==> src/core/pattern_pkg.sv <==
/*
 package for the edge-triggered pattern output block: widths, reset values,
 field positions and enumerations shared by all three design files.
 assumes a single synchronous clock domain and an active-low reset.
*/
package pattern_pkg;

   // ------------------------------------------------------------
   // widths
   // ------------------------------------------------------------
   localparam int CNT_W    = 16;            // event counter width
   localparam int OUT_W    = 12;            // pattern output pins
   localparam int WORD_W   = 16;            // next-data word width
   localparam int ADDR_W   = 24;            // dma memory address width
   localparam int XCNT_W   = 16;            // dma transfer count width
   localparam int GROUP_W  = 4;             // bits per output group
   localparam int TRIG_W   = 2;             // trigger select width

   // ------------------------------------------------------------
   // constants
   // ------------------------------------------------------------
   localparam logic [CNT_W-1:0]  CNT_RESET   = 16'h0000;  // counter reset value
   localparam logic [CNT_W-1:0]  CNT_ONE     = 16'h0001;  // count step
   localparam logic [CNT_W-1:0]  CNT_MAX     = 16'hFFFF;  // overflow point
   localparam logic [ADDR_W-1:0] ADDR_STEP   = 24'h000002; // word address step
   localparam logic [XCNT_W-1:0] XCNT_ONE    = 16'h0001;  // last transfer count
   localparam logic [WORD_W-1:0] WORD_RESET  = 16'h0000;  // next-data reset
   localparam logic [TRIG_W-1:0] TRIG_CH0    = 2'h0;      // timer channel 0
   localparam logic [ADDR_W-1:0] NEXT_HIGH_ADDR = 24'hFFFF4C; // high next-data address

   // ------------------------------------------------------------
   // types
   // ------------------------------------------------------------
   typedef enum logic {
      MODE_NORMAL,
      MODE_NONOVERLAP
   } out_mode_t;

   typedef struct packed {
      logic                 stop_timer;   // module stop, timer
      logic                 stop_pattern; // module stop, pattern generator
      logic                 stop_dma;     // module stop, dma
   } module_stop_t;

   typedef struct packed {
      logic                 valid;        // memory read request
      logic [ADDR_W-1:0]    addr;         // source word address
      logic [ADDR_W-1:0]    dest;         // fixed destination address
   } mem_req_t;

   typedef struct packed {
      logic                 valid;        // read data returned
      logic [WORD_W-1:0]    data;         // word read
   } mem_rsp_t;

endpackage

==> src/core/pattern_output_top.sv <==
/*
 edge-triggered 12-bit pattern output: event timer, dma channel and
 pattern generator. control bits are plain ports; memory is reached by
 a simple request/response pair. one clock, asynchronous low reset.
*/
module pattern_output_top
   import pattern_pkg::*;
(
   input  wire logic               clock_in,
   input  wire logic               resetn_in,
   input  wire module_stop_t       module_stop_in,       // module stop control
   input  wire logic               counter_start_in,     // counter start control
   input  wire logic               external_count_in,    // external strobe
   input  wire logic               clear_on_a_in,        // counter clear source
   input  wire logic [CNT_W-1:0]   compare_a_value_in,   // compare value
   input  wire logic               compare_pin_en_in,    // timer pin output enable
   input  wire logic               timer_irq_enable_in,  // compare-a irq enable
   input  wire logic               flag_clear_in,        // flag clear pulse
   input  wire logic [TRIG_W-1:0]  output_trigger_in,    // trigger select
   input  wire out_mode_t          output_mode_in,       // mode select
   input  wire logic [7:0]         next_enable_high_in,  // enable upper byte
   input  wire logic [7:0]         next_enable_low_in,   // enable lower byte
   input  wire logic               data_write_in,        // software data write
   input  wire logic [WORD_W-1:0]  output_data_in,       // initial output data
   input  wire logic               next_write_in,        // software next write
   input  wire logic [WORD_W-1:0]  next_value_in,        // next-data word
   input  wire logic               dma_enable_in,        // dma channel enable
   input  wire logic               dma_end_irq_en_in,    // transfer-end irq en
   input  wire logic               dma_load_in,          // load dma setup
   input  wire logic [ADDR_W-1:0]  dma_memory_address_in,// table start
   input  wire logic [XCNT_W-1:0]  dma_transfer_count_in,// transfers
   output mem_req_t                mem_req_out,          // memory read
   input  wire mem_rsp_t           mem_rsp_in,           // memory answer
   output logic [OUT_W-1:0]        pattern_out,          // output pins
   output logic                    compare_pin_out,      // timer pin level
   output logic [CNT_W-1:0]        event_counter_out,    // counter value
   output logic                    compare_flag_out,     // compare-a flag
   output logic                    overflow_flag_out,    // overflow flag
   output logic                    compare_a_irq_out,    // compare-a irq
   output logic                    dma_end_irq_out,      // transfer end irq
   output logic [XCNT_W-1:0]       dma_remaining_out     // transfers left
);
   import pattern_pkg::*;

   // ------------------------------------------------------------
   // timer
   // ------------------------------------------------------------
   logic             match_a;       // compare-a match pulse
   logic [CNT_W-1:0] cnt_w;
   logic             fa_w, fo_w, irq_w;
   logic             pin_q;

   event_timer u_timer (
      .clock_in     (clock_in),
      .resetn_in    (resetn_in),
      .stop_in      (module_stop_in.stop_timer),
      .start_in     (counter_start_in),
      .ext_count_in (external_count_in),
      .clr_on_a_in  (clear_on_a_in),
      .compare_a_in (compare_a_value_in),
      .irq_en_a_in  (timer_irq_enable_in),
      .flag_clr_in  (flag_clear_in),
      .match_out    (match_a),
      .count_out    (cnt_w),
      .flag_a_out   (fa_w),
      .flag_ov_out  (fo_w),
      .irq_out      (irq_w)
   );

   // compare pin toggles on match only when enabled; internal trigger always
   always_ff @(posedge clock_in or negedge resetn_in) begin
      if (!resetn_in) begin
         pin_q <= 1'b0;
      end else if (match_a && compare_pin_en_in) begin
         pin_q <= ~pin_q;
      end
   end

   // ------------------------------------------------------------
   // trigger selection
   // ------------------------------------------------------------
   wire pg_trigger = match_a & (output_trigger_in == TRIG_CH0)
                     & ~module_stop_in.stop_pattern;

   // ------------------------------------------------------------
   // dma channel
   // ------------------------------------------------------------
   logic              dma_wr;
   logic [WORD_W-1:0] dma_data;

   dma_word_channel u_dma (
      .clock_in      (clock_in),
      .resetn_in     (resetn_in),
      .stop_in       (module_stop_in.stop_dma),
      .enable_in     (dma_enable_in),
      .end_irq_en_in (dma_end_irq_en_in),
      .load_in       (dma_load_in),
      .src_addr_in   (dma_memory_address_in),
      .xfer_count_in (dma_transfer_count_in),
      .trigger_in    (match_a),
      .req_out       (mem_req_out),
      .rsp_in        (mem_rsp_in),
      .wr_out        (dma_wr),
      .wr_data_out   (dma_data),
      .remain_out    (dma_remaining_out),
      .end_irq_out   (dma_end_irq_out)
   );

   // ------------------------------------------------------------
   // pattern generator
   // ------------------------------------------------------------
   logic [WORD_W-1:0] next_q;      // next value high:low
   logic [WORD_W-1:0] data_q;      // output data high:low
   wire  [WORD_W-1:0] enable_w = {next_enable_high_in, next_enable_low_in};
   wire  [WORD_W-1:0] upd_w;       // per-bit updated output data

   // per bit: enabled bits take next-data on a trigger
   genvar b;
   generate
      for (b = 0; b < WORD_W; b++) begin : g_bit
         assign upd_w[b] = (pg_trigger && enable_w[b]) ? next_q[b] : data_q[b];
      end
   endgenerate

   // next-data staging; dma write lands one cycle after the memory answer, after the trigger has passed
   always_ff @(posedge clock_in or negedge resetn_in) begin
      if (!resetn_in) begin
         next_q <= WORD_RESET;
      end else if (dma_wr) begin
         next_q <= dma_data;
      end else if (next_write_in) begin
         next_q <= next_value_in;
      end
   end

   // output data: trigger copies in normal mode, software write otherwise
   always_ff @(posedge clock_in or negedge resetn_in) begin
      if (!resetn_in) begin
         data_q <= WORD_RESET;
      end else if (pg_trigger && output_mode_in == MODE_NORMAL) begin
         data_q <= upd_w;
      end else if (data_write_in) begin
         data_q <= output_data_in;
      end
   end

   // groups 2..0 drive the twelve pins
   assign pattern_out       = data_q[OUT_W-1:0];
   assign compare_pin_out   = pin_q;
   assign event_counter_out = cnt_w;
   assign compare_flag_out  = fa_w;
   assign overflow_flag_out = fo_w;
   assign compare_a_irq_out = irq_w;

   a_trig_copy: assert property (@(posedge clock_in) disable iff (!resetn_in)
      (pg_trigger && output_mode_in == MODE_NORMAL) |=>
      ((data_q & $past(enable_w)) == ($past(next_q) & $past(enable_w))))
      else $error("trigger did not copy");
   a_disabled_hold: assert property (@(posedge clock_in) disable iff (!resetn_in)
      (pg_trigger && !data_write_in) |=>
      ((data_q & ~$past(enable_w)) == ($past(data_q) & ~$past(enable_w))))
      else $error("disabled bit moved");
   a_stop_timer: assert property (@(posedge clock_in) disable iff (!resetn_in)
      module_stop_in.stop_timer |=> !match_a) else $error("timer ran stopped");
   a_pin_quiet: assert property (@(posedge clock_in) disable iff (!resetn_in)
      !compare_pin_en_in |=> $stable(pin_q)) else $error("pin moved");
endmodule

==> src/core/event_timer.sv <==
/*
 event counter with compare-a clear, flags and compare-a interrupt.
 counts rising edges of a synchronous external input while started.
*/
module event_timer
   import pattern_pkg::*;
(
   input  wire logic             clock_in,
   input  wire logic             resetn_in,
   input  wire logic             stop_in,       // module stop
   input  wire logic             start_in,      // counter start control
   input  wire logic             ext_count_in,  // external count input
   input  wire logic             clr_on_a_in,   // clear on compare-a match
   input  wire logic [CNT_W-1:0] compare_a_in,  // compare value
   input  wire logic             irq_en_a_in,   // compare-a irq enable
   input  wire logic             flag_clr_in,   // clear flags pulse
   output logic                  match_out,     // compare-a match pulse
   output logic [CNT_W-1:0]      count_out,     // counter value
   output logic                  flag_a_out,    // compare-a flag
   output logic                  flag_ov_out,   // overflow flag
   output logic                  irq_out        // compare-a irq
);
   import pattern_pkg::*;

   // ------------------------------------------------------------
   // edge detect and counting
   // ------------------------------------------------------------
   logic             ext_q;       // previous count input level
   logic [CNT_W-1:0] cnt_q;       // event counter
   logic             match_q;
   logic             fa_q, fo_q, irq_q;

   wire run      = ~stop_in & start_in;
   wire edge_hit = run & ext_count_in & ~ext_q;
   wire hit_a    = edge_hit & (cnt_q == compare_a_in);
   wire ovf      = edge_hit & (cnt_q == CNT_MAX);

   // counter advances on external rising edges, clears on compare-a
   always_ff @(posedge clock_in or negedge resetn_in) begin
      if (!resetn_in) begin
         ext_q <= 1'b0;
         cnt_q <= CNT_RESET;
         match_q <= 1'b0;
      end else begin
         ext_q   <= ext_count_in;
         match_q <= hit_a;
         if (hit_a && clr_on_a_in) begin
            cnt_q <= CNT_RESET;
         end else if (edge_hit) begin
            cnt_q <= cnt_q + CNT_ONE;
         end
      end
   end

   // sticky flags: a set wins over a clear in the same cycle
   always_ff @(posedge clock_in or negedge resetn_in) begin
      if (!resetn_in) begin
         fa_q  <= 1'b0;
         fo_q  <= 1'b0;
         irq_q <= 1'b0;
      end else begin
         fa_q  <= hit_a | (fa_q & ~flag_clr_in);
         fo_q  <= ovf | (fo_q & ~flag_clr_in);
         irq_q <= (hit_a | (fa_q & ~flag_clr_in)) & irq_en_a_in;
      end
   end

   assign match_out   = match_q;
   assign count_out   = cnt_q;
   assign flag_a_out  = fa_q;
   assign flag_ov_out = fo_q;
   assign irq_out     = irq_q;

   a_irq_gated: assert property (@(posedge clock_in) disable iff (!resetn_in)
      irq_q |-> fa_q) else $error("irq without flag");
   a_count_clear: assert property (@(posedge clock_in) disable iff (!resetn_in)
      (hit_a && clr_on_a_in) |=> (cnt_q == CNT_RESET))
      else $error("counter not cleared");
endmodule

==> src/core/dma_word_channel.sv <==
/*
 single dma channel: sequential word transfers from an incrementing
 memory address to a fixed destination, one per activation.
 assumes memory answers each read with one response pulse.
*/
module dma_word_channel
   import pattern_pkg::*;
(
   input  wire logic              clock_in,
   input  wire logic              resetn_in,
   input  wire logic              stop_in,        // module stop
   input  wire logic              enable_in,      // channel enable
   input  wire logic              end_irq_en_in,  // transfer-end irq enable
   input  wire logic              load_in,        // load address and count
   input  wire logic [ADDR_W-1:0] src_addr_in,    // table start address
   input  wire logic [XCNT_W-1:0] xfer_count_in,  // number of transfers
   input  wire logic              trigger_in,     // activation pulse
   output mem_req_t               req_out,        // memory read request
   input  wire mem_rsp_t          rsp_in,         // memory read answer
   output logic                   wr_out,         // write to next-data
   output logic [WORD_W-1:0]      wr_data_out,    // word written
   output logic [XCNT_W-1:0]      remain_out,     // transfers left
   output logic                   end_irq_out     // transfer end irq
);
   import pattern_pkg::*;

   // ------------------------------------------------------------
   // channel state
   // ------------------------------------------------------------
   typedef enum logic [1:0] {IDLE, READ, DONE} dma_state_t;
   dma_state_t        st_q;
   logic [ADDR_W-1:0] mar_q;
   logic [XCNT_W-1:0] cnt_q;
   logic              wr_q, end_q;
   logic [WORD_W-1:0] data_q;
   mem_req_t          req_q;

   wire active = enable_in & ~stop_in;
   wire last   = (cnt_q == XCNT_ONE);

   // sequencer: one word per trigger, address up, destination fixed
   always_ff @(posedge clock_in or negedge resetn_in) begin
      if (!resetn_in) begin
         st_q   <= IDLE;
         mar_q  <= '0;
         cnt_q  <= '0;
         wr_q   <= 1'b0;
         data_q <= WORD_RESET;
         req_q  <= '0;
         end_q  <= 1'b0;
      end else begin
         wr_q <= 1'b0;
         if (load_in) begin
            mar_q <= src_addr_in;
            cnt_q <= xfer_count_in;
            end_q <= 1'b0;
            st_q  <= IDLE;
         end else begin
            case (st_q)
               IDLE: begin
                  if (active && trigger_in && cnt_q != '0) begin
                     req_q <= '{valid: 1'b1, addr: mar_q, dest: NEXT_HIGH_ADDR};
                     st_q  <= READ;
                  end
               end
               READ: begin
                  req_q.valid <= 1'b0;
                  if (rsp_in.valid) begin
                     wr_q   <= 1'b1;
                     data_q <= rsp_in.data;
                     mar_q  <= mar_q + ADDR_STEP;
                     cnt_q  <= cnt_q - XCNT_ONE;
                     st_q   <= last ? DONE : IDLE;
                     end_q  <= last & end_irq_en_in;
                  end
               end
               default: begin
                  st_q <= DONE;
               end
            endcase
         end
      end
   end

   assign req_out     = req_q;
   assign wr_out      = wr_q;
   assign wr_data_out = data_q;
   assign remain_out  = cnt_q;
   assign end_irq_out = end_q;

   a_end_last: assert property (@(posedge clock_in) disable iff (!resetn_in)
      $rose(end_q) |-> (cnt_q == '0) && $past(end_irq_en_in))
      else $error("end irq before last");
   a_mar_step: assert property (@(posedge clock_in) disable iff (!resetn_in)
      (st_q == READ && rsp_in.valid && !load_in) |=> mar_q == $past(mar_q) + ADDR_STEP)
      else $error("address not stepped");
endmodule

==> config.mk <==
export PLATFORM = sky130hd
export DESIGN_NAME = pattern_output_top
export DESIGN_NICKNAME = d
export VERILOG_FILES = /design/src/core/pattern_pkg.sv /design/src/core/pattern_output_top.sv /design/src/core/event_timer.sv /design/src/core/dma_word_channel.sv
export SDC_FILE = /design/constraint.sdc
export NUM_CORES = 1
export LEC_CHECK = 0
export BUFFER_PORTS_ARGS = -buffer_cell sky130_fd_sc_hd__buf_2
export CAP_MARGIN = 20
export CELL_PAD_IN_SITES_DETAIL_PLACEMENT = 0
export CELL_PAD_IN_SITES_GLOBAL_PLACEMENT = 1
export CORE_ASPECT_RATIO = 1.5
export CORE_UTILIZATION = 41
export DETAILED_ROUTE_END_ITERATION = 10
export GPL_TIMING_DRIVEN = 0
export PLACE_DENSITY = 0.86
export SETUP_SLACK_MARGIN = 0.02
export SLEW_MARGIN = 20
export SYNTH_ARGS = -nofsm -noshare
export SYNTH_HDL_FRONTEND = slang
export SYNTH_SLANG_ARGS = --single-unit
==> constraint.sdc <==
create_clock -name clock_in -period 5.2 [get_ports clock_in]
set_input_delay 1.56 -clock clock_in [delete_from_list [all_inputs] [get_ports clock_in]]
set_output_delay 1.56 -clock clock_in [all_outputs]
set_load 0.01 [all_outputs]
### Yosys cells after proc, flatten, opt, wreduce, memory -nomap -nowiden

Cells that the tools add are included.

* bitwise logic cells: 22
* muxes and demuxes: 37
* eq/ne operators: 19
* add/subtract/negate cells: 3
* reduce and logical (&&, ||, !) cells: 43

Operators with widths (number)
* $mux W16: 7
* $mux W24: 3
* $mux W49: 1
* $reduce_and A2 Y1: 14
* $add A24 B2 Y24 const B: 1
* $mux W12: 2
* $ne A2 B2 Y1 const B: 12
* $mux W1: 18
* $logic_and A1 B1 Y1: 17
* $add A16 B1 Y16 const B: 1
* $eq A16 B1 Y1 const B: 1
* $eq A16 B16 Y1: 1
* $eq A16 B16 Y1 const B: 1
* $reduce_bool A16 Y1: 1
* $sub A16 B1 Y16 const B: 1
* $and A1 B1 Y1: 12
* $reduce_bool A2 Y1: 6
* $reduce_and A3 Y1: 3
* $mux W2: 4
* $not A1 Y1: 8
* $logic_not A2 Y1: 2
* $pmux W2 S2: 1
* $ne A3 B2 Y1 const B: 1
* $ne A3 B3 Y1 const B: 1
* other kinds (4): 5

* output and inout bits: 98
* bits in registers: 136
* word-level logic and storage cells: 153

### Longest topological paths before layout

Gate-level depths: netlist (run 1).

* depth after elaboration: 7
* depth in mapped cells: 6

### By module

Synthesis (run 1) repeated with hierarchy kept, for this count alone.

* cells, all modules: 663
* area, all modules: 6816.5 um^2

By module, submodules not included
* dma_word_channel: sequential area each 2152.1 um^2, cells each 396, instances 1, area each 4201.5 um^2
* pattern_output_top: sequential area each 625.6 um^2, cells each 148, instances 1, area each 1443.9 um^2
* event_timer: sequential area each 525.5 um^2, cells each 119, instances 1, area each 1171.1 um^2

### Worst setup path before layout (run 1)

No wires, ideal clock.

* path kind: input to register
* from: input dma_load_in
* to: register u_dma.req_q (netlist bit u_dma.req_out[30])
* arrival time: 2.922 ns
* stages: 6
* data required time: 5.075 ns
* path buffers: 2
* setup time: 0.125 ns
* setup slack: 2.152 ns
* path through: clkbuf_1 -> nor2_1 -> nand4b_1 -> a211oi_4 -> buf_6 -> mux2_4

* word-level cells in the longest chain between the ends: 2

Ends and longest elaborated chain
* from (decl): RTL line pattern_output_top.sv:29 `input wire logic dma_load_in,`
* $not A1 Y1 (no line)
* $reduce_and A3 Y1 (no line)
* to (signal assigned): RTL line dma_word_channel.sv:62 `req_q <= '{valid: 1'b1, addr: mar_q, dest: NEXT_HIGH_ADDR};`
* to (decl): RTL line dma_word_channel.sv:36 `mem_req_t req_q;`

Every way passes these cells.
A chain may end at the register's enable or synchronous reset.

### Worst setup path after layout (run 1)

* from: input compare_a_value_in[15]
* to: register u_timer.cnt_q[3] (netlist: u_timer.count_out[3])

* word-level cells in the longest chain between the ends: 4
* elaborated cells on any way between the ends: 5
* classes of those cells: 1 x eq/ne; 1 x mux; 1 x bitwise; 2 x reduce/logical

Ends and longest elaborated chain
* from (decl): RTL line pattern_output_top.sv:15 `input wire logic [CNT_W-1:0] compare_a_value_in,`
* $eq A16 B16 Y1 *: RTL line event_timer.sv:35 `wire hit_a = edge_hit & (cnt_q == compare_a_in);`
* $and A1 B1 Y1 *: RTL line event_timer.sv:35
* $logic_and A1 B1 Y1 *: RTL line event_timer.sv:47 `if (hit_a && clr_on_a_in) begin`
* $mux W16 or $reduce_bool A2 Y1 (tied branches)
* to (signal assigned): RTL line event_timer.sv:50 `cnt_q <= cnt_q + CNT_ONE;`
* to (decl): RTL line event_timer.sv:29 `logic [CNT_W-1:0] cnt_q;`

Every way passes the cells marked *; elsewhere a longest branch is shown, timed or not.

==> results of run 1 <==
sequential cells by signal (all words and copies together) (netlist names):
signal,flops
compare_pin_out,1
data_q,12
next_q,12
u_dma.end_irq_out,1
u_dma.mar_q,24
u_dma.remain_out,16
u_dma.req_out,26
u_dma.st_q,2
u_dma.wr_data_out,12
u_dma.wr_out,1
u_timer.count_out,16
u_timer.ext_q,1
u_timer.flag_a_out,1
u_timer.flag_ov_out,1
u_timer.irq_out,1
u_timer.match_out,1
final cells by class:
type | instances | area (µm²) | area share, %
clock inverters | 9 | 85.1 | 1.00
inverters | 16 | 60.1 | 0.708
flip-flops and latches | 128 | 3200 | 37.7
clock buffers | 22 | 474 | 5.59
repair buffers | 216 | 1110 | 13.1
plain buffers | 54 | 309 | 3.64
multi-input cells | 421 | 2990 | 35.2
well taps | 203 | 254 | 2.99
through the flow:
stage | area (µm²) | power [W] | util (%)
after global routing | 8490 | 0.00270 | 54.3
final | 8490 | 0.00257 | 54.3
after floorplan | 6560 | 0.00130 | -
after detailed placement | 7930 | 0.00147 | 50.7
after CTS | 8490 | 0.00260 | 54.3
after global placement | 7890 | 0.00146 | 50.5
how the worst max path moves through the flow:
stage,slack (ns),from,endpoint
global route,1.75,compare_a_value_in[15],u_timer.count_out[3]
floorplan,2.15,dma_load_in,u_dma.req_out[30]
detailed placement,1.59,compare_a_value_in[15],u_timer.count_out[10]
CTS,2.02,compare_a_value_in[15],u_timer.count_out[3]
finish,1.95,compare_a_value_in[15],u_timer.count_out[3]
global placement,0.76,resetn_in,compare_pin_out
cell families (layout without fill, tap and decap cells):
| family | Yosys count | in the layout | share of synthesized area, % |
|---|---|---|---|
| simple gates | 193 | 193 | 16.7 |
| xor+xnor | 43 | 43 | 5.75 |
| mux | 51 | 51 | 9.54 |
| compound gates | 125 | 125 | 12.6 |
| fa+ha+maj | 4 | 4 | 0.765 |
| flops | 128 | 128 | 48.9 |
| other cells | 1 | 5 | 0.0573 |
| buf+inv | 70 | 317 | 5.64 |
worst max-delay path: cells and delay by family:
kind,cells,cell delay [ns]
buf+inv,2,0.52
simple gates,2,0.98
xor+xnor,1,0.33
compound gates,1,0.13
routing by layer:
metal,GRT usage (%),wire length (µm)
met2,37.1,8780
met5,0,0
met4,9.52,336
met3,3.58,585
met1,25.4,7240
placed cells by master (no fill, tap or decap), types with 15 or more instances in the layout:
| master | n |
|---|---|
| sky130_fd_sc_hd__and3_1 | 16 |
| sky130_fd_sc_hd__buf_2 | 218 |
| sky130_fd_sc_hd__buf_4 | 23 |
| sky130_fd_sc_hd__clkbuf_1 | 26 |
| sky130_fd_sc_hd__clkbuf_16 | 17 |
| sky130_fd_sc_hd__dfrtp_1 | 128 |
| sky130_fd_sc_hd__inv_1 | 16 |
| sky130_fd_sc_hd__mux2_2 | 19 |
| sky130_fd_sc_hd__mux2_4 | 18 |
| sky130_fd_sc_hd__nand2_1 | 52 |
| sky130_fd_sc_hd__nand3_1 | 18 |
| sky130_fd_sc_hd__nand4_1 | 16 |
| sky130_fd_sc_hd__nor2_1 | 22 |
| sky130_fd_sc_hd__o21ai_0 | 52 |
| sky130_fd_sc_hd__or4_1 | 17 |
| sky130_fd_sc_hd__xnor2_1 | 28 |
| sky130_fd_sc_hd__xor2_1 | 15 |
power groups by stage:
stage	Sequential, W	Combinational [W]	Clock [W]
after global placement	0.00116	0.000298	0
after floorplan	0.00116	0.000147	0
final	0.00114	0.000305	0.00112
after CTS	0.00114	0.000309	0.00115
after detailed placement	0.00116	0.000307	0
after global routing	0.00116	0.000345	0.00120
==> insert_results.sql, run 1 <==
INSERT INTO impl_metrics (metric_group, metric, value, unit) VALUES
('power_and_ir_drop', 'ir_worst_vdd', '377', 'µV'),
('global_route', 'antenna_found_initial', '0', ''),
('outcome', 'outcome', 'completed', ''),
('sta', 'finalWorstSetupSlack', '1.95', 'ns'),
('critical_path', 'largest_stage_delay_on_the_critical_path', '0.76', 'ns'),
('yosys', 'synthDistinctLibCells', '57', ''),
('global_route', 'total_routing_resource_utilization_after_global_routing', '21.2', '%'),
('sta', 'achievable-frequency', '307', 'MHz'),
('critical_path', 'biggest_fanout_along_the_worst_timing_path', '10', ''),
('critical_path', 'critical_path.cell_chain', 'buf_2 > xnor2_1 > nand4_1 > nor4_1 > clkbuf_1 > a21oi_1', ''),
('place', 'place_hpwl', '12.6', 'mm'),
('worst_hold_path', 'hold-path-cell-count', '1', ''),
('floorplan', 'start_util', '41.9', '%'),
('detailed_routing', 'avgRoutedWirePerCell', '15.8', 'µm'),
('floorplan', 'die-height', '157', 'µm'),
('global_route', 'first_global_vias', '5558', ''),
('layout', 'flow.area_growth_from_synthesis', '29.7', '%'),
('sta', 'max_slew_margin', '37.9', '%'),
('layout', 'drive_above_1_share', '37.2', '%'),
('clock_tree', 'postCtsHoldBufs', '0', ''),
('place', 'dp_worst_setup_slack', '1.59', 'ns'),
('sta', 'period_needed', '3.25', 'ns'),
('yosys', 'synth.most_common_cell', 'sky130_fd_sc_hd__dfrtp_1', ''),
('yosys', 'yosys_warnings', '0', ''),
('detailed_routing', 'vias_per_cell', '5.19', ''),
('worst_hold_path', 'min_delay_worst_endpoint', 'compare_pin_out', ''),
('sta', 'worst_slew_pin_slew', '0.924', 'ns'),
('yosys', 'synth_top_area_cell', 'sky130_fd_sc_hd__dfrtp_1', ''),
('detailed_routing', 'drtAntennaViolNets', '0', ''),
('clock_tree', 'numClockSinks', '128', ''),
('power_and_ir_drop', 'combPwrFrac', '11.9', '%'),
('sta', 'finalCritPeriodShare', '62.5', '%'),
('sta', 'slew_viol_final', '0', ''),
('detailed_routing', 'wirelength', '16.9', 'mm'),
('power_and_ir_drop', 'power.share.sequential', '44.4', '%'),
('clock_tree', 'clock_network_latency_to_the_later_pin_of_the_worst_skew_pair', '0.41', 'ns'),
('floorplan', 'design.core.area', '15600', 'µm²'),
('layout', 'n_fill_cell', '1451', ''),
('clock_tree', 'cts_htree_levels', '4', ''),
('critical_path', 'critical-path-slowest-cell', 'sky130_fd_sc_hd__nor4_1', ''),
('power_and_ir_drop', 'pwr_density_cell', '303', 'nW/µm²'),
('yosys', 'synth_top_area_share', '48.9', '%'),
('critical_path', 'worst_r2r_startpoint', 'u_timer.count_out[15]', ''),
('yosys', 'synth_ff_type', 'sky130_fd_sc_hd__dfrtp_1', ''),
('layout', 'diodes', '0', ''),
('critical_path', 'reg2reg_slack', '2.74', 'ns'),
('critical_path', 'worst_setup_end_kind', 'register', ''),
('sta', 'final.hold.worst_slack', '0.472', 'ns'),
('critical_path', 'timing_worst_setup_path_type', 'in -> reg', ''),
('floorplan', 'die_width', '105', 'µm'),
('yosys', 'synthArstFlopShare', '100', '%'),
('layout', 'layout.cells.non_filler', '1069', ''),
('clock_tree', 'cts_repair_resize_count', '0', ''),
('yosys', 'synth_top_cells_by_area', 'sky130_fd_sc_hd__dfrtp_1 (49%), sky130_fd_sc_hd__mux2_4 (4.1%), sky130_fd_sc_hd__o21ai_0 (4.0%), sky130_fd_sc_hd__xnor2_1 (3.7%), sky130_fd_sc_hd__mux2_2 (3.3%)', ''),
('power_and_ir_drop', 'internal_power', '0.00190', 'W'),
('critical_path', 'cp_data_arrival_time', '3.53', 'ns'),
('power_and_ir_drop', 'clock_power_share', '43.7', '%'),
('clock_tree', 'clock_tree.root_cell', 'sky130_fd_sc_hd__clkbuf_16', ''),
('global_route', 'grt_pass1_wl', '27.3', 'mm'),
('yosys', 'syn_avg_cell_area', '10.6', 'µm²'),
('sta', 'count_of_final_setup_violators', '0', ''),
('place', 'dp_cells', '1038', ''),
('power_and_ir_drop', 'static-leakage-power', '4.11', 'nW'),
('sta', 'rsz0062_at_grt', 'false', ''),
('worst_hold_path', 'worstHoldPathType', 'reg -> reg', ''),
('clock_tree', 'tritoncts', 'done', ''),
('yosys', 'ys_seq_area_share', '48.9', '%'),
('clock_tree', 'cts.clk_slew.worst_paths', '0.06', 'ns'),
('place', 'gpl.final_weighted_congestion', '0.787', ''),
('detailed_routing', 'route.vias.total', '5552', ''),
('worst_hold_path', 'min-delay-start', 'compare_pin_out', '');
Note: power is estimated with default switching activity, not from simulation.
==> inputs of run 2 (changes only) <==
ABC_AREA = 1   (was not set)
CORE_UTILIZATION = 33   (was 41)
PLACE_DENSITY = 0.76   (was 0.86)
clock period = 2.6 ns   (was 5.2 ns; I/O delays follow)
==> run 2 against run 1 <==
  * Core utilization decreased by 10 points
  * Global-route usage shrank 1.1 points
  * Sequential power increased by 100%
  * Clock power up 130%
  * Count of clock-buffer cells in the layout down 1
  * Power up 120%
  * Combinational power increased to 2.8 times the previous value
  * Area after synthesis up 9.9%
  * Via count rose by 23%
==> insert_results.sql, run 2 <==
INSERT INTO impl_metrics (metric_group, metric, value, unit) VALUES
('outcome', 'outcome', 'completed', ''),
('yosys', 'synth_ff_type', 'sky130_fd_sc_hd__dfrtp_1', ''),
('detailed_routing', 'avgRoutedWirePerCell', '15.1', 'µm'),
('global_route', 'antenna_found_initial', '3', ''),
('critical_path', 'critical_path.cell_chain', 'buf_4 > buf_2', ''),
('yosys', 'yosys_warnings', '0', ''),
('layout', 'mostFrequentLayoutCells', 'sky130_fd_sc_hd__nand2_1 (269), sky130_fd_sc_hd__buf_2 (228), sky130_fd_sc_hd__dfrtp_1 (128)', ''),
('yosys', 'synth.most_common_cell', 'sky130_fd_sc_hd__nand2_1', ''),
('layout', 'flow.area_growth_from_synthesis', '29.3', '%'),
('clock_tree', 'postCtsHoldBufs', '0', ''),
('sta', 'final.hold.worst_slack', '0.284', 'ns'),
('layout', 'fin_nets', '1313', ''),
('clock_tree', 'numClockSinks', '128', ''),
('critical_path', 'timing_worst_setup_path_type', 'reg -> out', ''),
('layout', 'layout.cells.non_filler', '1450', ''),
('yosys', 'synthDistinctLibCells', '43', ''),
('yosys', 'synth_top_area_cell', 'sky130_fd_sc_hd__dfrtp_1', ''),
('clock_tree', 'cts_repair_resize_count', '0', ''),
('yosys', 'synth_top_area_share', '44.5', '%'),
('power_and_ir_drop', 'static-leakage-power', '4.83', 'nW'),
('place', 'port_buffers', '215', ''),
('critical_path', 'critical_path.top_delay_family', 'flip-flops', ''),
('clock_tree', 'cts_htree_levels', '4', ''),
('critical_path', 'worst_r2r_startpoint', 'u_dma.st_q[0]', ''),
('clock_tree', 'cts_setup_buffers', '0', ''),
('detailed_routing', 'drt-initial-drc-count', '318', ''),
('layout', 'drive_above_1_share', '28.3', '%'),
('clock_tree', 'cts_buffers', '17', ''),
('sta', 'final-hold-violation-count', '0', ''),
('critical_path', 'reg2reg_slack', '0.74', 'ns'),
('sta', 'period_needed', '2.20', 'ns'),
('critical_path', 'critical-path-slowest-cell', 'sky130_fd_sc_hd__dfrtp_1', ''),
('yosys', 'synthArstFlopShare', '100', '%'),
('global_route', 'total_routing_resource_utilization_after_global_routing', '20.1', '%'),
('clock_tree', 'tritoncts', 'done', ''),
('sta', 'finClkSkew', '0.0144', 'ns'),
('place', 'dp_worst_setup_slack', '0.223', 'ns'),
('detailed_routing', 'drtAntennaViolNets', '0', ''),
('global_route', 'overflow_left_after_global_routing', '0', ''),
('yosys', 'post_synth_inst_count', '930', ''),
('detailed_routing', 'route.vias.total', '6827', ''),
('floorplan', 'die-height', '183', 'µm'),
('sta', 'worst_slew_pin_slew', '0.660', 'ns'),
('job', 'number_of_violations_of_the_max_capacitance_limit', '0', ''),
('sta', 'rsz0062_at_grt', 'false', ''),
('sta', 'achievable-frequency', '454', 'MHz'),
('layout', 'n_fill_cell', '2238', ''),
('critical_path', 'ff2ff_path_depth', '5', ''),
('floorplan', 'design.core.area', '21200', 'µm²'),
('critical_path', 'worst_setup_path_start_kind', 'register', ''),
('yosys', 'synth.cell_area', '7200', 'µm²'),
('sta', 'finalCritPeriodShare', '84.7', '%'),
('place', 'gpl.final_weighted_congestion', '0.871', ''),
('worst_hold_path', 'worstHoldPathType', 'in -> async', ''),
('power_and_ir_drop', 'pwr_density_cell', '621', 'nW/µm²'),
('sta', 'count_of_final_setup_violators', '0', ''),
('layout', 'multi_input_area', '3380', 'µm²'),
('clock_tree', 'clock_network_latency_to_the_later_pin_of_the_worst_skew_pair', '0.42', 'ns'),
('layout', 'number_of_flip_flops_in_the_largest_register', '26', ''),
('place', 'dp_cells', '1418', ''),
('detailed_routing', 'vias_per_cell', '4.71', ''),
('floorplan', 'die_width', '123', 'µm'),
('yosys', 'ys_seq_area_share', '44.5', '%'),
('global_route', 'grt_start_max_net_pins', '70', ''),
('clock_tree', 'clockBufferDepth', '2', ''),
('clock_tree', 'clock_tree.root_cell', 'sky130_fd_sc_hd__clkbuf_16', ''),
('global_route', 'first_global_vias', '6612', ''),
('sta', 'slew_viol_final', '0', ''),
('critical_path', 'largest_stage_delay_on_the_critical_path', '0.69', 'ns'),
('layout', 'finalCoreUtilization', '43.8', '%'),
('critical_path', 'crit-reg2reg-capture', 'u_dma.mar_q[12]', ''),
('place', 'place_hpwl', '17.0', 'mm'),
('power_and_ir_drop', 'ir_worst_vdd', '423', 'µV'),
('floorplan', 'core.rowCount', '65', ''),
('yosys', 'synth_top_cells_by_area', 'sky130_fd_sc_hd__dfrtp_1 (45%), sky130_fd_sc_hd__nand2_1 (14%), sky130_fd_sc_hd__nor2_1 (5.9%), sky130_fd_sc_hd__nand3_1 (4.4%), sky130_fd_sc_hd__inv_1 (3.7%)', ''),
('critical_path', 'biggest_fanout_along_the_worst_timing_path', '20', ''),
('critical_path', 'worst_setup_end_kind', 'output pin', ''),
('layout', 'register_area', '3200', 'µm²'),
('detailed_routing', 'drt_drc_violations_left', '0', ''),
('sta', 'max_slew_margin', '56.0', '%'),
('critical_path', 'cp_data_arrival_time', '1.42', 'ns'),
('detailed_routing', 'drtPass1Iterations', '5', ''),
('yosys', 'synth_seq_cells', '128', ''),
('yosys', 'synth.cells.most_frequent', 'sky130_fd_sc_hd__nand2_1 (269), sky130_fd_sc_hd__dfrtp_1 (128), sky130_fd_sc_hd__nor2_1 (114), sky130_fd_sc_hd__inv_1 (71), sky130_fd_sc_hd__nand3_1 (63)', ''),
('critical_path', 'worst-endpoint-required', '1.82', 'ns'),
('floorplan', 'die-area', '22400', 'µm²'),
('detailed_routing', 'wirelength', '21.8', 'mm'),
('yosys', 'synth_edf_count', '0', ''),
('layout', 'layout_commonest_cell', 'sky130_fd_sc_hd__nand2_1', ''),
('layout', 'diodes', '0', ''),
('critical_path', 'number_of_buffer_and_inverter_instances_along_the_worst_setup_path', '2', ''),
('global_route', 'grt_pass1_wl', '34.2', 'mm'),
('yosys', 'syn_avg_cell_area', '7.74', 'µm²'),
('floorplan', 'start_util', '33.9', '%'),
('floorplan', 'pin_count', '238', ''),
('sta', 'finalWorstSetupSlack', '0.398', 'ns'),
('clock_tree', 'cts.clk_slew.worst_paths', '0.06', 'ns');
run 2: how the worst max path moves through the flow:
stage	from	to	slack, ns	cells past startpoint
final	u_dma.req_out[2]	mem_req_out[14]	0.40	2
after global placement	resetn_in	u_dma.req_out[46]	-1.20	1
after detailed placement	dma_load_in	u_dma.remain_out[0]	0.22	5
after floorplan	dma_load_in	u_dma.req_out[40]	0.78	8
after CTS	u_dma.req_out[2]	mem_req_out[16]	0.35	2
after global routing	u_dma.req_out[2]	mem_req_out[16]	0.28	2
run 2: layer usage:
metal | track usage [%] | routed length (µm)
met4 | 6.78 | 428
met2 | 36.4 | 11300
met5 | 0 | 34
met3 | 4.82 | 1270
met1 | 22.7 | 8790
run 2: per-stage QoR:
step                      instance area (µm²)  setup TNS [ns]  power (W)
after global placement                   8620         -152.67    0.00318
after global routing                     9310               0    0.00608
after CTS                                9310               0    0.00587
after detailed placement                 8660               0    0.00319
after floorplan                          7210               0    0.00281
final                                    9310               0    0.00578
run 2: logic make-up (layout without fill, tap and decap cells):
family / after synthesis / count (layout) / share of synthesized area, %
compound gates: 98 / 98 / 8.43
buf+inv: 133 / 381 / 8.80
simple gates: 529 / 529 / 33.0
other cells: 1 / 5 / 0.0521
xor+xnor: 37 / 37 / 4.50
fa+ha+maj: 4 / 4 / 0.695
flops: 128 / 128 / 44.5
run 2: cell type report:
class                      count  share of cell area, %
multi-input combinational    673                   36.3
timing repair buffer         216                   12.0
inverter                      78                   3.15
tap                          268                   3.60
sequential                   128                   34.4
clock inverter                11                   1.88
buffer                        55                   3.66
clock buffer                  21                   5.06
run 2: worst reg2reg max path, cell delays in order (launching register included):
cell and delay, ns:
sky130_fd_sc_hd__dfrtp_1 0.42, sky130_fd_sc_hd__nand2_1 0.17, sky130_fd_sc_hd__inv_1 0.08, sky130_fd_sc_hd__nand2_1 0.32, sky130_fd_sc_hd__clkbuf_1 0.56, sky130_fd_sc_hd__o21bai_1 0.17
run 2: power by group:
group	switching (W)	total [W]	internal (W)
Sequential	0.000182	0.00231	0.00213
Clock	0.000937	0.00263	0.00169
Combinational	0.000493	0.000839	0.000347
Total	0.00161	0.00578	0.00417
==> inputs of run 3 (changes only) <==
ABC_AREA = 0   (was 1)
CORE_UTILIZATION = 38   (was 33)
PLACE_DENSITY = 0.8   (was 0.76)
clock period = 2.2 ns   (was 2.6 ns; I/O delays follow)
==> run 3 against run 2 <==
  * First-iteration DRC count is 47% lower
  * Combinational power is 15% lower
  * Routed wire length is 22% lower
  * Cell count is 26% lower
==> insert_results.sql, run 3 (synthesized netlist as in run 1, its figures left out) <==
INSERT INTO impl_metrics (metric_group, metric, value, unit) VALUES
('global_route', 'overflow_left_after_global_routing', '0', ''),
('place', 'port_buffers', '215', ''),
('detailed_routing', 'dr_wl_met2', '8.51', 'mm'),
('detailed_routing', 'drtPass1Iterations', '4', ''),
('sta', 'slew_viol_final', '0', ''),
('critical_path', 'worst-endpoint-required', '2.54', 'ns'),
('floorplan', 'die-area', '17800', 'µm²'),
('power_and_ir_drop', 'pwr_density_cell', '722', 'nW/µm²'),
('sta', 'finalCritPeriodShare', '93.2', '%'),
('critical_path', 'worst_setup_path_start_kind', 'register', ''),
('detailed_routing', 'drt-initial-drc-count', '169', ''),
('floorplan', 'start_util', '38.9', '%'),
('detailed_routing', 'post_route_m1_wl', '7.23', 'mm'),
('clock_tree', 'numClockSinks', '128', ''),
('critical_path', 'critical_path.top_delay_family', 'simple AND/OR/NAND/NOR gates', ''),
('power_and_ir_drop', 'static-leakage-power', '4.13', 'nW'),
('critical_path', 'critical_path.cell_chain', 'and3b_1 > clkbuf_1 > nand4_1 > buf_4 > or4_1 > a31oi_1', ''),
('critical_path', 'worst_setup_end_kind', 'register', ''),
('critical_path', 'timing_worst_setup_path_type', 'reg -> reg', ''),
('global_route', 'first_global_vias', '5397', ''),
('place', 'dp_worst_setup_slack', '-0.396', 'ns'),
('clock_tree', 'clockBufferDepth', '2', ''),
('global_route', 'grt_pass1_wl', '27.3', 'mm'),
('layout', 'layout_commonest_cell', 'sky130_fd_sc_hd__buf_2', ''),
('sta', 'finalWorstSetupSlack', '0.150', 'ns'),
('detailed_routing', 'detailroute.wirelength.met3', '801', 'µm'),
('detailed_routing', 'avgRoutedWirePerCell', '15.8', 'µm'),
('critical_path', 'cp_data_arrival_time', '2.39', 'ns'),
('detailed_routing', 'drtAntennaViolNets', '0', ''),
('global_route', 'grt_start_max_net_pins', '74', ''),
('detailed_routing', 'route.vias.total', '5518', ''),
('detailed_routing', 'drt_drc_violations_left', '0', ''),
('critical_path', 'largest_stage_delay_on_the_critical_path', '0.50', 'ns'),
('critical_path', 'critical-path-slowest-cell', 'sky130_fd_sc_hd__or4_1', ''),
('layout', 'fin_nets', '998', ''),
('outcome', 'outcome', 'completed', ''),
('place', 'place_hpwl', '12.7', 'mm'),
('clock_tree', 'tritoncts', 'done', ''),
('place', 'gpl.final_weighted_congestion', '0.812', ''),
('sta', 'count_of_final_setup_violators', '0', ''),
('detailed_routing', 'top_layer_used', 'met4', ''),
('detailed_routing', 'vias_per_cell', '5.13', ''),
('sta', 'final-hold-violation-count', '0', ''),
('sta', 'worst_slew_pin_slew', '0.750', 'ns'),
('layout', 'number_of_flip_flops_in_the_largest_register', '26', ''),
('sta', 'rsz0062_at_grt', 'false', ''),
('clock_tree', 'clock_tree.root_cell', 'sky130_fd_sc_hd__clkbuf_16', ''),
('sta', 'max_slew_margin', '49.6', '%'),
('layout', 'drive_above_1_share', '38.2', '%'),
('floorplan', 'design.core.area', '16800', 'µm²'),
('job', 'number_of_violations_of_the_max_capacitance_limit', '0', ''),
('clock_tree', 'cts.clk_slew.worst_paths', '0.06', 'ns'),
('critical_path', 'critical_path_depth', '6', ''),
('critical_path', 'ff2ff_path_depth', '6', ''),
('sta', 'achievable-frequency', '488', 'MHz'),
('sta', 'finClkSkew', '0.00839', 'ns'),
('sta', 'period_needed', '2.05', 'ns'),
('clock_tree', 'cts_htree_levels', '4', ''),
('layout', 'flow.area_growth_from_synthesis', '30.3', '%'),
('clock_tree', 'clock_network_latency_to_the_later_pin_of_the_worst_skew_pair', '0.42', 'ns'),
('detailed_routing', 'wirelength', '17.0', 'mm'),
('place', 'dp_cells', '1045', ''),
('layout', 'diodes', '0', ''),
('floorplan', 'die-height', '163', 'µm'),
('power_and_ir_drop', 'ir_worst_vdd', '485', 'µV'),
('floorplan', 'core.rowCount', '58', ''),
('clock_tree', 'cts_buffers', '17', ''),
('global_route', 'antenna_found_initial', '0', ''),
('floorplan', 'pin_count', '238', ''),
('global_route', 'total_routing_resource_utilization_after_global_routing', '20.0', '%'),
('worst_hold_path', 'worstHoldPathType', 'in -> async', ''),
('critical_path', 'number_of_buffer_and_inverter_instances_along_the_worst_setup_path', '2', ''),
('layout', 'layout.cells.non_filler', '1075', ''),
('layout', 'mostFrequentLayoutCells', 'sky130_fd_sc_hd__buf_2 (218), sky130_fd_sc_hd__dfrtp_1 (125), sky130_fd_sc_hd__nand2_1 (52), sky130_fd_sc_hd__o21ai_0 (52), sky130_fd_sc_hd__xnor2_1 (28)', ''),
('floorplan', 'die_width', '109', 'µm'),
('critical_path', 'biggest_fanout_along_the_worst_timing_path', '6', '');
-- run 3: what timing repair did --
action / CTS / global route
resized for setup: 2 / 9
hold buffers: 0 / 0
pin swaps: 1 / 1
setup buffers: 1 / 1
setup endpoints to repair: 28 / 40
-- run 3: final cells by class --
cell class | count | area [µm²]
Clock buffer | 20 | 447
Clock inverter | 10 | 114
Timing Repair Buffer | 218 | 1130
Inverter | 16 | 60.1
Buffer | 52 | 304
Multi-Input combinational cell | 421 | 3010
Sequential cell | 128 | 3210
Fill cell | 1599 | 8310
Tap cell | 210 | 263
-- run 3: power breakdown --
part / internal (W) / switching [W] / total [W]
sequential: 0.00251 / 0.000209 / 0.00272
combinational: 0.000349 / 0.000367 / 0.000716
clock: 0.00168 / 0.00104 / 0.00272
-- run 3: metrics by stage --
| stage | TNS, ns | total power [W] | hold WS, ns | utilization [%] | area [µm²] |
|---|---|---|---|---|---|
| 3_3_place_gp | -193.13 | 0.00346 | 0.460 | 46.9 | 7900 |
| 2_1_floorplan | 0 | 0.00308 | 0.364 | - | 6560 |
| 6_report | 0 | 0.00615 | 0.149 | 50.7 | 8530 |
| 4_1_cts | 0 | 0.00622 | 0.153 | 50.6 | 8520 |
| 5_1_grt | 0 | 0.00644 | 0.171 | 50.7 | 8530 |
| 3_5_place_dp | -17.85 | 0.00347 | 0.465 | 47.1 | 7940 |
-- run 3: worst paths after layout --
kind	start	end	slack [ns]
max in group asynchronous	resetn_in	u_dma.wr_data_out[11]	1.32
max	u_dma.st_q[0]	u_dma.mar_q[22]	0.15
min	resetn_in	u_dma.remain_out[8]	0.15
max reg2reg	u_dma.st_q[0]	u_dma.mar_q[22]	0.15
min reg2reg	u_dma.wr_data_out[4]	next_q[4]	0.48
min in group clock_in	external_count_in	u_timer.ext_q	0.37
-- run 3: metal layers --
metal / vias up / global-route usage, %
li1: 2704 / -
met1: 2616 / 24.2
met2: 164 / 33.1
met3: 34 / 4.16
met4: 0 / 10.4
met5: - / 0
